--- config.mk ---
export PLATFORM = sky130hd
export DESIGN_NAME = vsc_codec
export DESIGN_NICKNAME = d
export VERILOG_FILES = /design/src/vsc_codec.v
export VERILOG_INCLUDE_DIRS = /design/src /design/src/shared
export SDC_FILE = /design/constraint.sdc
export NUM_CORES = 1
export LEC_CHECK = 0
export BUFFER_PORTS_ARGS = -buffer_cell sky130_fd_sc_hd__buf_2
export CAP_MARGIN = 20
export CORE_ASPECT_RATIO = 1.75
export CORE_MARGIN = 3
export CORE_UTILIZATION = 50
export DETAILED_ROUTE_END_ITERATION = 16
export PLACE_DENSITY_LB_ADDON = 0.08
export SLEW_MARGIN = 20
export SYNTH_ARGS = -nofsm -noshare
export SYNTH_HDL_FRONTEND = slang
export SYNTH_SLANG_ARGS = --single-unit
--- constraint.sdc ---
create_clock -name pclk -period 8.3 [get_ports pclk]
set_clock_uncertainty 0.05 [all_clocks]
set_input_delay 1.66 -clock pclk [delete_from_list [all_inputs] [get_ports pclk]]
set_output_delay 1.66 -clock pclk [all_outputs]
set_load 0.02 [all_outputs]
--- src/shared/vsc_defs.vh ---
// Constants for the VPW frame, symbol and check-byte codec.
// Assumes a single interface clock; all symbol times are whole microseconds.
`ifndef VSC_DEFS_VH
`define VSC_DEFS_VH
// Interface clock rate in MHz
`define VSC_CLK_MHZ 25
// Nominal symbol times in microseconds
`define VSC_SHORT_US 64
`define VSC_LONG_US 128
`define VSC_SOF_US 200
`define VSC_BRK_US 240
`define VSC_EOF_US 280
`define VSC_IFS_US 20
`define VSC_IDLE_US 300
// Receive window points a, b, c in microseconds
`define VSC_WIN_A_US 32
`define VSC_WIN_B_US 96
`define VSC_WIN_C_US 164
// Late-write limit after a resync edge, in clock cycles
`define VSC_SYNC_CYC 104
// Tolerated echo mismatch before arbitration is lost, in cycles
`define VSC_ARB_CYC 8
// Check byte generator
`define VSC_CRC_POLY 8'h1d
`define VSC_CRC_INIT 8'hff
`define VSC_CRC_GOOD 8'hc4
// Register byte offsets
`define VSC_ADDR_DATA 8'h00
`define VSC_ADDR_CTRL 8'h04
`define VSC_ADDR_STAT 8'h08
// Status field positions
`define VSC_ST_CRC 0
`define VSC_ST_EOF 1
`define VSC_ST_INV 2
`define VSC_ST_RXF 3
`define VSC_ST_TXE 4
`define VSC_ST_TERR 5
`define VSC_ST_ARB 6
`define VSC_ST_IDLE 7
// Control and data-write field positions
`define VSC_CT_4X 0
`define VSC_DW_LAST 8
// Reset values
`define VSC_FLAGS_RST 7'h00
`define VSC_CTRL_RST 1'b0
`endif

--- src/vsc_codec.v ---
// VPW bit and symbol codec with check byte, resync and an APB register slave.
// Assumes an off-chip transceiver: link_tx high drives the bus active, link_rx high means active.
//
// Function
// - Check polynomial x8+x4+x3+x2+1, preset ones
// - Append inverted remainder, MSB first
// - Receive remainder not C4 sets CRC error
// - 200us passive end-of-data sets no flag
// - 280us passive end-of-frame sets flag
// - Wait 300us passive before start-of-frame
// - Resync to rising edge during separation
// - Write within 104 cycles transmits, else waits
// - Never send break; break aborts transmit
// - Break in frame: invalid flag, drop frame
// - Break in frame clears fourfold enable
// - Passive beyond 300us is idle bus
// - Zero: 64us passive or 128us active
// - One: 128us passive or 64us active
// - Levels alternate; bytes begin passive
// - Start symbol 200us active, not checked
// - Active 240us or longer is break
// - Windows abut with one-cycle resolution
// - Short passive period is invalid bit
// - Normalization bit coded like data bits
// - MSB first; one data byte minimum
// - Passive ending between c and d: end-of-data
// - Zero dominates; recessive loser stops sending
//
// Our own choices: the register offsets and register access over APB.
`timescale 1ns/100ps
`include "vsc_defs.vh"

module vsc_codec #(
	parameter [15:0] SOF_CYC = `VSC_SOF_US * `VSC_CLK_MHZ,
	parameter [15:0] BRK_CYC = `VSC_BRK_US * `VSC_CLK_MHZ,
	parameter [15:0] EOF_CYC = `VSC_EOF_US * `VSC_CLK_MHZ,
	parameter [15:0] IDLE_CYC = `VSC_IDLE_US * `VSC_CLK_MHZ,
	parameter [15:0] WIN_C_CYC = `VSC_WIN_C_US * `VSC_CLK_MHZ
) (
	// Clock and reset
	input wire pclk,
	input wire presetn,
	// APB slave
	input wire psel,
	input wire penable,
	input wire pwrite,
	input wire [7:0] paddr,
	input wire [31:0] pwdata,
	output reg [31:0] prdata,
	output reg pready,
	output reg pslverr,
	// Transceiver pins
	input wire link_rx,
	output reg link_tx
);

	// Short counts, cycle-exact at the clock rate
	localparam [15:0] SHORT_CYC = `VSC_SHORT_US * `VSC_CLK_MHZ;
	localparam [15:0] LONG_CYC = `VSC_LONG_US * `VSC_CLK_MHZ;
	localparam [15:0] WIN_A_CYC = `VSC_WIN_A_US * `VSC_CLK_MHZ;
	localparam [15:0] WIN_B_CYC = `VSC_WIN_B_US * `VSC_CLK_MHZ;
	localparam [15:0] SYNC_CYC = `VSC_SYNC_CYC;
	localparam [3:0] ARB_CYC = `VSC_ARB_CYC;
	// Transmit states
	localparam [1:0] T_IDLE = 2'b00;
	localparam [1:0] T_SOF = 2'b01;
	localparam [1:0] T_BIT = 2'b10;
	// Register select codes
	localparam [1:0] SEL_NONE = 2'b00;
	localparam [1:0] SEL_DATA = 2'b01;
	localparam [1:0] SEL_CTRL = 2'b10;
	localparam [1:0] SEL_STAT = 2'b11;

	// One serial step of the check generator
	function [7:0] crc_step;
		input [7:0] rem;
		input b;
		begin
			crc_step = {rem[6:0], 1'b0} ^ ((rem[7] ^ b) ? `VSC_CRC_POLY : 8'h00);
		end
	endfunction

	// Window scaled down by four in fourfold receive mode
	function [15:0] thr;
		input [15:0] x;
		input q;
		begin
			thr = q ? {2'b00, x[15:2]} : x;
		end
	endfunction

	// Register decode, shared by reads and writes
	function [1:0] reg_sel;
		input [7:0] a;
		begin
			if (a == `VSC_ADDR_DATA)
				reg_sel = SEL_DATA;
			else if (a == `VSC_ADDR_CTRL)
				reg_sel = SEL_CTRL;
			else if (a == `VSC_ADDR_STAT)
				reg_sel = SEL_STAT;
			else
				reg_sel = SEL_NONE;
		end
	endfunction

	// Pin synchroniser and edge history
	reg rx_m_r; // First stage, read only by second
	reg rx_s_r; // Synchronised bus level
	reg rx_d_r; // Level of the period now running
	reg [15:0] cnt_r; // Cycles since the last bus edge
	// Receive frame state
	reg in_frame_r;
	reg eod_r; // End-of-data seen, frame end pending
	reg eof_r; // Frame end seen, separation running
	reg idle_r;
	reg [7:0] rcrc_r;
	reg [2:0] rbit_r;
	reg [7:0] rsh_r;
	reg [7:0] rbyte_r;
	// Transmit state
	reg [1:0] ts_r;
	reg [15:0] tcnt_r;
	reg [15:0] tlen_r;
	reg [7:0] tsh_r;
	reg [3:0] tbit_r;
	reg [7:0] tcrc_r;
	reg tcrc_ph_r; // Check byte is on the wire
	reg tlast_r; // Byte in shifter is the last data byte
	reg [7:0] tbuf_r;
	reg tbuf_last_r;
	reg tfull_r;
	reg [3:0] amis_r;
	reg sync_r;
	reg [15:0] scnt_r;
	reg ev_arb_r;
	reg ev_terr_r;
	// Software-visible state
	reg [6:0] flags_r; // Sticky flags, status bits 0..3 and 5..6
	reg fourx_r; // fourfold_rx_enable

	// Edges and the period that just ended
	wire rise = rx_s_r & ~rx_d_r;
	wire fall = ~rx_s_r & rx_d_r;
	wire steady = rx_s_r == rx_d_r;
	// Completing APB access, the one edge where writes act
	wire apb_done = psel & penable & pready;
	wire wr_data = apb_done & pwrite & (reg_sel(paddr) == SEL_DATA);
	wire wr_ctrl = apb_done & pwrite & (reg_sel(paddr) == SEL_CTRL);
	wire wr_stat = apb_done & pwrite & (reg_sel(paddr) == SEL_STAT);
	wire rd_data = apb_done & ~pwrite & (reg_sel(paddr) == SEL_DATA);
	wire tx_busy = ts_r != T_IDLE;

	// Receive classification of each period
	reg ev_sof, ev_bit, ev_val, ev_inv, ev_brk, ev_eod, ev_eof, ev_idle, ev_crc, ev_byte;
	always @*
	begin
		ev_sof = 1'b0;
		ev_bit = 1'b0;
		ev_val = 1'b0;
		ev_inv = 1'b0;
		ev_brk = 1'b0;
		ev_eod = 1'b0;
		ev_eof = 1'b0;
		ev_idle = 1'b0;
		// Active period ended
		if (fall)
		begin
			if (cnt_r < thr(WIN_A_CYC, fourx_r))
				ev_inv = in_frame_r;
			else if (cnt_r < thr(WIN_B_CYC, fourx_r))
			begin
				ev_bit = in_frame_r;
				ev_val = 1'b1;
			end
			// Active zero ends at point c, where a start symbol begins
			else if (cnt_r < thr(WIN_C_CYC, fourx_r))
				ev_bit = in_frame_r;
			else if (cnt_r < thr(BRK_CYC, fourx_r))
				ev_sof = 1'b1;
		end
		// Passive period ended inside a frame
		if (rise && in_frame_r)
		begin
			if (cnt_r < thr(WIN_A_CYC, fourx_r))
				ev_inv = 1'b1;
			else if (cnt_r < thr(WIN_B_CYC, fourx_r))
				ev_bit = 1'b1;
			else
			begin
				ev_bit = 1'b1;
				ev_val = 1'b1;
			end
		end
		// Thresholds crossed while the level holds; each is hit once
		if (steady && rx_s_r && cnt_r == thr(BRK_CYC, fourx_r))
			ev_brk = 1'b1;
		if (steady && !rx_s_r && in_frame_r && cnt_r == thr(WIN_C_CYC, fourx_r))
			ev_eod = 1'b1;
		if (steady && !rx_s_r && eod_r && cnt_r == thr(EOF_CYC, fourx_r))
			ev_eof = 1'b1;
		if (steady && !rx_s_r && cnt_r == thr(IDLE_CYC, fourx_r))
			ev_idle = 1'b1;
		// Frame ends on a byte boundary with the fixed remainder
		ev_crc = ev_eod & (rcrc_r != `VSC_CRC_GOOD);
		ev_byte = ev_bit & (rbit_r == 3'd7);
		if (ev_eod && rbit_r != 3'd0)
			ev_inv = 1'b1;
	end

	// Synchroniser, period counter and receive framing
	always @(posedge pclk or negedge presetn)
	begin
		if (!presetn)
		begin
			rx_m_r <= 1'b0;
			rx_s_r <= 1'b0;
			rx_d_r <= 1'b0;
			cnt_r <= 16'h0000;
			in_frame_r <= 1'b0;
			eod_r <= 1'b0;
			eof_r <= 1'b0;
			idle_r <= 1'b0;
			rcrc_r <= `VSC_CRC_INIT;
			rbit_r <= 3'd0;
			rsh_r <= 8'h00;
			rbyte_r <= 8'h00;
		end
		else
		begin
			rx_m_r <= link_rx;
			rx_s_r <= rx_m_r;
			rx_d_r <= rx_s_r;
			// Restart on any edge, saturate on long idle
			if (rise || fall)
				cnt_r <= 16'h0000;
			else if (cnt_r != 16'hffff)
				cnt_r <= cnt_r + 16'h0001;
			// Start symbol opens a frame and presets the remainder
			if (ev_sof)
			begin
				in_frame_r <= 1'b1;
				rcrc_r <= `VSC_CRC_INIT;
				rbit_r <= 3'd0;
				eod_r <= 1'b0;
			end
			else if (ev_inv || ev_brk)
				in_frame_r <= 1'b0;
			else if (ev_eod)
			begin
				in_frame_r <= 1'b0;
				eod_r <= 1'b1;
			end
			else if (ev_bit)
			begin
				// Normalization bits shift in like data; no response decode here
				rsh_r <= {rsh_r[6:0], ev_val};
				rcrc_r <= crc_step(rcrc_r, ev_val);
				rbit_r <= rbit_r + 3'd1;
				if (ev_byte)
					rbyte_r <= {rsh_r[6:0], ev_val};
			end
			// A response edge or the frame end retires end-of-data
			if (ev_eof || rise)
				eod_r <= 1'b0;
			// Separation window opens at frame end
			if (ev_eof)
				eof_r <= 1'b1;
			else if (ev_idle || rise)
				eof_r <= 1'b0;
			if (ev_idle)
				idle_r <= 1'b1;
			else if (rise)
				idle_r <= 1'b0;
		end
	end

	// Next transmitted bit and its symbol length
	reg t_end, t_byte_end, t_fin, t_und, t_crcnow, t_b, t_lvl;
	reg [7:0] t_src;
	reg [15:0] t_len;
	always @*
	begin
		t_end = tcnt_r + 16'h0001 >= tlen_r;
		t_byte_end = tbit_r == 4'd8;
		t_src = t_byte_end ? (tlast_r ? ~tcrc_r : tbuf_r) : tsh_r;
		t_fin = t_byte_end & (tcrc_ph_r | (~tlast_r & ~tfull_r));
		t_und = t_byte_end & ~tcrc_ph_r & ~tlast_r & ~tfull_r;
		t_crcnow = tcrc_ph_r | (t_byte_end & tlast_r);
		t_b = t_src[7];
		t_lvl = ~link_tx;
		if (t_lvl)
			t_len = t_b ? SHORT_CYC : LONG_CYC;
		else
			t_len = t_b ? LONG_CYC : SHORT_CYC;
	end

	// Transmit start, resync, bit timing and arbitration
	always @(posedge pclk or negedge presetn)
	begin
		if (!presetn)
		begin
			ts_r <= T_IDLE;
			link_tx <= 1'b0;
			tcnt_r <= 16'h0000;
			tlen_r <= SOF_CYC;
			tsh_r <= 8'h00;
			tbit_r <= 4'd0;
			tcrc_r <= `VSC_CRC_INIT;
			tcrc_ph_r <= 1'b0;
			tlast_r <= 1'b0;
			tbuf_r <= 8'h00;
			tbuf_last_r <= 1'b0;
			tfull_r <= 1'b0;
			amis_r <= 4'd0;
			sync_r <= 1'b0;
			scnt_r <= 16'h0000;
			ev_arb_r <= 1'b0;
			ev_terr_r <= 1'b0;
		end
		else
		begin
			ev_arb_r <= 1'b0;
			ev_terr_r <= 1'b0;
			// Resync window opened by a rising edge during separation
			if (rise && eof_r && !tx_busy)
			begin
				sync_r <= 1'b1;
				scnt_r <= 16'h0000;
			end
			else if (sync_r)
			begin
				scnt_r <= scnt_r + 16'h0001;
				if (scnt_r >= SYNC_CYC || tx_busy)
					sync_r <= 1'b0;
			end
			case (ts_r)
				T_IDLE:
				begin
					amis_r <= 4'd0;
					// Idle bus, or a late start aligned to another node's edge
					if (tfull_r && ((idle_r && !rx_s_r) || (rise && eof_r) || (sync_r && scnt_r <= SYNC_CYC)))
					begin
						ts_r <= T_SOF;
						link_tx <= 1'b1;
						tlen_r <= SOF_CYC;
						tcnt_r <= (sync_r && !rise) ? scnt_r : 16'h0000;
						tsh_r <= tbuf_r;
						tlast_r <= tbuf_last_r;
						tfull_r <= 1'b0;
						tbit_r <= 4'd0;
						tcrc_r <= `VSC_CRC_INIT;
						tcrc_ph_r <= 1'b0;
					end
				end
				T_SOF, T_BIT:
				begin
					tcnt_r <= tcnt_r + 16'h0001;
					// Echo disagreeing beyond the loop delay means we lost
					if (rx_s_r != link_tx)
						amis_r <= amis_r + 4'd1;
					else
						amis_r <= 4'd0;
					if (ev_brk)
					begin
						ts_r <= T_IDLE;
						link_tx <= 1'b0;
						ev_terr_r <= 1'b1;
					end
					else if (amis_r >= ARB_CYC)
					begin
						ts_r <= T_IDLE;
						link_tx <= 1'b0;
						ev_arb_r <= 1'b1;
					end
					else if (t_end)
					begin
						if (t_fin)
						begin
							// Last bit ends active, so the end-of-data starts here
							ts_r <= T_IDLE;
							link_tx <= 1'b0;
							ev_terr_r <= t_und;
						end
						else
						begin
							ts_r <= T_BIT;
							link_tx <= t_lvl;
							tcnt_r <= 16'h0000;
							tlen_r <= t_len;
							tsh_r <= {t_src[6:0], 1'b0};
							tbit_r <= t_byte_end ? 4'd1 : tbit_r + 4'd1;
							tcrc_ph_r <= t_crcnow;
							if (!t_crcnow)
								tcrc_r <= crc_step(tcrc_r, t_b);
							if (t_byte_end && !tlast_r)
							begin
								tlast_r <= tbuf_last_r;
								tfull_r <= 1'b0;
							end
						end
					end
				end
				default:
				begin
					ts_r <= T_IDLE;
					link_tx <= 1'b0;
				end
			endcase
			// Software write wins over an internal load
			if (wr_data)
			begin
				tbuf_r <= pwdata[7:0];
				tbuf_last_r <= pwdata[`VSC_DW_LAST];
				tfull_r <= 1'b1;
			end
		end
	end

	// Sticky flags: hardware set wins over a write-one clear
	wire [6:0] flag_set = {ev_arb_r, ev_terr_r, 1'b0, ev_byte, (ev_inv | (ev_brk & in_frame_r)), ev_eof, ev_crc};
	wire [6:0] flag_clr = wr_stat ? {pwdata[6:5], 1'b0, pwdata[3:0]} : 7'h00;
	wire rxf_clr = rd_data | (wr_stat & pwdata[`VSC_ST_RXF]);
	always @(posedge pclk or negedge presetn)
	begin
		if (!presetn)
		begin
			flags_r <= `VSC_FLAGS_RST;
			fourx_r <= `VSC_CTRL_RST;
		end
		else
		begin
			flags_r[2:0] <= (flags_r[2:0] & ~flag_clr[2:0]) | flag_set[2:0];
			flags_r[3] <= (flags_r[3] & ~rxf_clr) | flag_set[3];
			flags_r[4] <= 1'b0;
			flags_r[6:5] <= (flags_r[6:5] & ~flag_clr[6:5]) | flag_set[6:5];
			// Break inside a frame drops fourfold mode over any write
			if (ev_brk && in_frame_r)
				fourx_r <= 1'b0;
			else if (wr_ctrl)
				fourx_r <= pwdata[`VSC_CT_4X];
		end
	end

	// APB slave: one wait state, registered answer
	always @(posedge pclk or negedge presetn)
	begin
		if (!presetn)
		begin
			pready <= 1'b0;
			pslverr <= 1'b0;
			prdata <= 32'h00000000;
		end
		else if (psel && penable && !pready)
		begin
			pready <= 1'b1;
			pslverr <= reg_sel(paddr) == SEL_NONE;
			// Unmapped and write accesses read as zero
			if (pwrite || reg_sel(paddr) == SEL_NONE)
				prdata <= 32'h00000000;
			else if (reg_sel(paddr) == SEL_DATA)
				prdata <= {24'h000000, rbyte_r};
			else if (reg_sel(paddr) == SEL_CTRL)
				prdata <= {31'h00000000, fourx_r};
			else
				prdata <= {24'h000000, idle_r, flags_r[6:5], ~tfull_r, flags_r[3:0]};
		end
		else
		begin
			pready <= 1'b0;
			pslverr <= 1'b0;
		end
	end

endmodule // vsc_codec

# Word-level counts from Yosys, hierarchy flattened
# Cells that the tools add are included.
op_classes:
  mux: 157
  n_eq_ne: 36
  n_reduce_logical: 59
  addsub: 6
  magnitude_cmp: 8
  bitwise_logic: 48
ops:
  columns: ["operator", "n"]
  rows:
  - ["16-bit two-way mux", 15]
  - ["8-bit two-way mux", 20]
  - ["1-bit two-way mux", 74]
  - ["16-bit by 13-bit == test with 1-bit output", 4]
  - ["16-bit one-hot mux with 2 select lines", 2]
  - ["13-bit two-way mux", 4]
  - ["16-bit by 1-bit adder with 16-bit output (second input constant)", 3]
  - ["12-bit two-way mux", 4]
  - ["16-bit less-than comparator", 2]
  - ["8-bit one-hot mux with 2 select lines", 2]
  - ["2-bit two-way mux", 14]
  - ["4-bit two-way mux", 7]
  - ["1-bit bitwise AND", 21]
  - ["7-bit AND reduction", 3]
  - ["1-bit logical AND", 20]
  - ["2-bit inequality test (second input constant)", 9]
  - ["3-bit inequality test (second input constant)", 6]
  - ["16-bit greater-or-equal comparator", 1]
  - ["16-bit by 7-bit greater-or-equal comparator with 1-bit output (second input constant)", 1]
  - ["16-bit by 7-bit less-or-equal comparator with 1-bit output (second input constant)", 1]
  - ["16-bit by 10-bit less-than comparator with 1-bit output", 1]
  - ["16-bit by 12-bit less-than comparator with 1-bit output", 1]
  - ["16-bit inequality test (second input constant)", 1]
  - ["4-bit one-hot mux with 2 select lines", 2]
  - ["43 further kinds", 96]
word_totals:
  ff_bits: 180
  elab_cells: 348
  out_inout_bits: 35

# Depth between registers and ports, before layout
depth:
  depth_word: 17
  mapped_depth: 15
  mapped_depth_nobuf: 13

# Least setup slack after synthesis
# Ideal clock, no wire load.
synth_timing:
  kind: "input port to flip-flop"
  from: "input port paddr[7]"
  to: "register tbuf_r[0]"
  slack_ns: 4.784
  t_arrival_ns: 3.342
  required_ns: 8.125
  path_stages: 6
  setup_time_ns: 0.125
  path_buffers: 1
  path_cell_list: "nor4_1 nand2_1 or3_1 nor2_1 buf_1 mux2_2"
synth_via:
  elab_chain_cells: 6
  word_cells_on_any_way: 8
  classes_between: "eq/ne: 3; mux: 3; bitwise: 1; reduce/logical: 1"
synth_lines:
  columns: ["item", "line", "rtl"]
  rows:
  - ["start, declared", "vsc_codec.v:47", "input wire [7:0] paddr,"]
  - ["8-bit by 4-bit == test with 1-bit output (no source line)", null, null]
  - ["2-bit two-way mux", "vsc_codec.v:100", "else if (a == `VSC_ADDR_STAT)"]
  - ["2-bit two-way mux", "vsc_codec.v:98", "else if (a == `VSC_ADDR_CTRL)"]
  - ["2-bit two-way mux *", "vsc_codec.v:96", "if (a == `VSC_ADDR_DATA)"]
  - ["2-bit by 1-bit == test with 1-bit output *", "vsc_codec.v:148", "wire wr_data = apb_done & pwrite & (reg_sel(paddr) == SEL_DATA);"]
  - ["1-bit bitwise AND *", "vsc_codec.v:148", null]
  - ["end signal, assigned", "vsc_codec.v:413", "tbuf_r <= pwdata[7:0];"]
  - ["end, declared", "vsc_codec.v:130", "reg [7:0] tbuf_r;"]
# Mark *: on every way between the ends. The rest lies on a longest branch, timed or not.
# A chain may end at the register's enable or synchronous reset.

# Final worst setup path
layout_timing:
  from: "register tcnt_r[0]"
  to: "register tcnt_r[9]"
layout_via:
  elab_chain_cells: 6
  word_cells_on_any_way: 7
  classes_between: "add/sub: 1; order compare: 1; mux: 5"
layout_lines:
  columns: ["item", "line", "rtl"]
  rows:
  - ["start, declared", "vsc_codec.v:123", "reg [15:0] tcnt_r;"]
  - ["start signal, assigned", "vsc_codec.v:347", "tcnt_r <= (sync_r && !rise) ? scnt_r : 16'h0000;"]
  - ["start signal, assigned", "vsc_codec.v:358", "tcnt_r <= tcnt_r + 16'h0001;"]
  - ["16-bit by 1-bit adder with 16-bit output *", "vsc_codec.v:284, vsc_codec.v:358", null]
  - ["16-bit greater-or-equal comparator or 16-bit two-way mux (tied branches)", "vsc_codec.v:284, vsc_codec.v:378", null]
  - ["16-bit two-way mux", "vsc_codec.v:376", "else if (t_end)"]
  - ["16-bit two-way mux", "vsc_codec.v:370", "else if (amis_r >= ARB_CYC)"]
  - ["16-bit two-way mux *", "vsc_codec.v:364", "if (ev_brk)"]
  - ["16-bit one-hot mux with 2 select lines *", "vsc_codec.v:337", "case (ts_r)"]
# Marked as above.

==> reports/results.txt <==
status: complete, no violations
Core Rows: 63
post-CTS setup buffer count: 0
CTS Sinks: 146
fmax: 0.226 GHz
Mapped Area: 8720 sq um
r2r setup slk: 3880 ps
clock buffer count from CTS: 17
Seq/Total Area, Yosys: 42.2%
placed insts: 1,141
Worst Slack Setup Final: 3880 ps
area added between synthesis and finish: 9.16%
area share of the largest cell type after synthesis: 36.5%
CP required: 8560 ps
clk_lat worst skew: 420 ps
Leakage: 4.25 nW
RR Startpoint: tcnt_r[0]
final hold vios: 0
Post-synth ARST share: 100%
vias in the first global route: 7,036
most common cell after layout, fill and taps aside: dfrtp_1
Synth area leaders: dfrtp_1 (36%), ha_1 (6.0%), dfstp_2 (5.7%)
Most used DFF post-synth: dfrtp_1
setup TNS: 0 ps
gp weighted congestion: 0.864
Crit. End Element: flip-flop
drc violations: 0
wire per inst: 17.6 um
CTS tree: done
Netlist cell types: 76
Setup Slack @ Placement: 3910 ps
worst-margin pin slew: 944 ps
detailed placement HPWL: 14.8 mm
hold buffer count at cts: 0
post_cts resized: 0
Hold Path Stages: 0
max cap viols: 0
commonest non-fill, non-tap cells in the layout: dfrtp_1 (127), nor2_1 (83), nand2_1 (70), a21oi_1 (50), inv_1 (49)
Gate Count Post-Synth: 926
initial antenna violation count: 0
Slew Limit Headroom: 36.5%
post-synthesis register bit count: 146
routed wire length: 20.6 mm
worst-case reg-to-reg path depth: 13
PwrDens: 166 nW/um^2
final net count: 1,021
Worst path top cell family by delay: compound AO/OA/AOI/OAI gates
CP max stage cell: o21ba_1
largest area contributor in the netlist: dfrtp_1
antenna-violating nets left: 0
largest net degree at the start of global routing: 84
Critical Path AT: 4680 ps
Post-synth EDFFs: 0
fin crit period: 4420 ps
Max Slew Vio Count: 0
n_diodes: 0
Fillers: 1,574
CP Cell Sequence: ha_1 > nand4_1 > nor2_1 > nand3_1 > xnor2_1 > ha_1 > and4_1 > o21ai_0 > nor4_1 > o41a_1 > o21ba_1 > o21ai_0 > a22o_1
Synth Area per Inst: 9.42 sq um
grt total ovfl: 0
die width: 106 um
Total GRT Usage: 22.4%
first-pass GRT wire length: 34.9 mm
final setup fails: 0
type of the worst setup path: reg -> reg
VDD IR max: 122 uV
IO buf count: 33
final core utilization: 55.9%
clock slew at reported path FFs: 70 ps
startpoint type of the worst setup path: flip-flop
RSZ-0062 raised after global routing: no
CTS root buf: clkbuf_16
Ys Warns: 0
Post-Layout Cell Count: 1,173
DR pass1 iterations: 6
hold path startpoint: rx_m_r
Worst path max stage delay: 750 ps
Min-Delay Path Class: reg -> reg
Clock Path Buffers: 2
largest fanout on the critical path: 19
DIE AREA: 19,100 sq um
DR vias/cell: 5.88
dpl cell area: 8890 sq um
WP buf/inv: 0
reg2reg end: tcnt_r[9]
via count: 6,892
share of cells above drive strength 1: 13.6%
core region area: 17,000 sq um
CTS H-tree lvls: 4
DRT iter0 DRCs: 344
Worst Hold Path EP: rx_s_r
Die Y: 181 um
Initial Util: 51.2%
period utilization: 53.3%
IO Pins: 81
cell area after layout: 9520 sq um
-- cell type report --
cell class	count	area [sq um]	area share, %
clock buffers	19	443	4.65
repair buffers	39	216	2.27
well taps	227	284	2.98
flip-flops and latches	146	3680	38.6
clock inverters	13	174	1.83
multi-input cells	680	4540	47.7
inverters	49	184	1.93
-- sequential cells by signal, indices dropped and copies added (netlist names), 4 cells and up --
name and flops:
cnt_r 16, scnt_r 16, tcnt_r 16, prdata 8, rbyte_r 8, rcrc_r 8
tbuf_r 8, tcrc_r 8, tsh_r 8, rsh_r 7, flags_r 6, tlen_r 6
amis_r 4, tbit_r 4
-- metal layers --
metal | global-route usage (%) | wire length [um]
met5 | 0 | 0
met2 | 40.6 | 11200
met1 | 26.7 | 8330
met4 | 8.20 | 410
met3 | 3.16 | 712
-- worst register-to-register path, stage by stage (launching register included) --
cell and delay (ps):
dfrtp_1 430, ha_1 270, nand4_1 280, nor2_1 460
nand3_1 160, xnor2_1 180, ha_1 320, and4_1 190
o21ai_0 110, nor4_1 330, o41a_1 300, o21ba_1 750
o21ai_0 220, a22o_1 270
-- cells by family after synthesis --
logic type               synth area share, %
other                                 0.0430
AO/OA/AOI/OAI                           16.3
AND/OR/NAND/NOR                         19.0
multiplexers                            4.62
flip-flops                              42.2
buffers and inverters                   6.83
adder cells (fa/ha/maj)                 6.03
XOR/XNOR                                4.99
-- where the power goes --
group	total, mW	internal, mW	switching, mW	leakage (nW)
clock	0.807	0.487	0.320	0.296
sequential	0.722	0.716	0.00559	1.93
combinational	0.0546	0.0133	0.0413	2.02
total	1.58	1.22	0.367	4.25
-- synthesized netlist by cell type, drive strengths merged, types with 12 or more instances --
cell type  instances
dfrtp            127
nor2              85
nand2             70
a21oi             50
inv               49
ha                42
buf               41
nand3             38
o21ai             38
clkbuf            33
mux2              26
xnor2             23
dfstp             19
nor4              19
xor2              19
nand2b            18
nand4             16
a31oi             15
nor3              14
a211oi            13
and3              12
-- worst max path at each step --
stage          startpoint         to  depth (start not counted)
3_3_place_gp    tcnt_r[0]  tbit_r[1]                         13
2_1_floorplan    paddr[7]  tbuf_r[0]                          6
4_1_cts         tcnt_r[0]  tcnt_r[9]                         13
3_5_place_dp    tcnt_r[0]  tcnt_r[9]                         13
6_report        tcnt_r[0]  tcnt_r[9]                         13
5_1_grt         tcnt_r[0]  tcnt_r[9]                         13
-- per-stage QoR --
stage / power (mW) / hold WS (ps)
2_1_floorplan: 0.769 / 281
3_3_place_gp: 0.788 / 300
3_5_place_dp: 0.790 / 298
4_1_cts: 1.60 / 304
5_1_grt: 1.64 / 305
6_report: 1.58 / 304
Power figures use the tool's default switching activity.
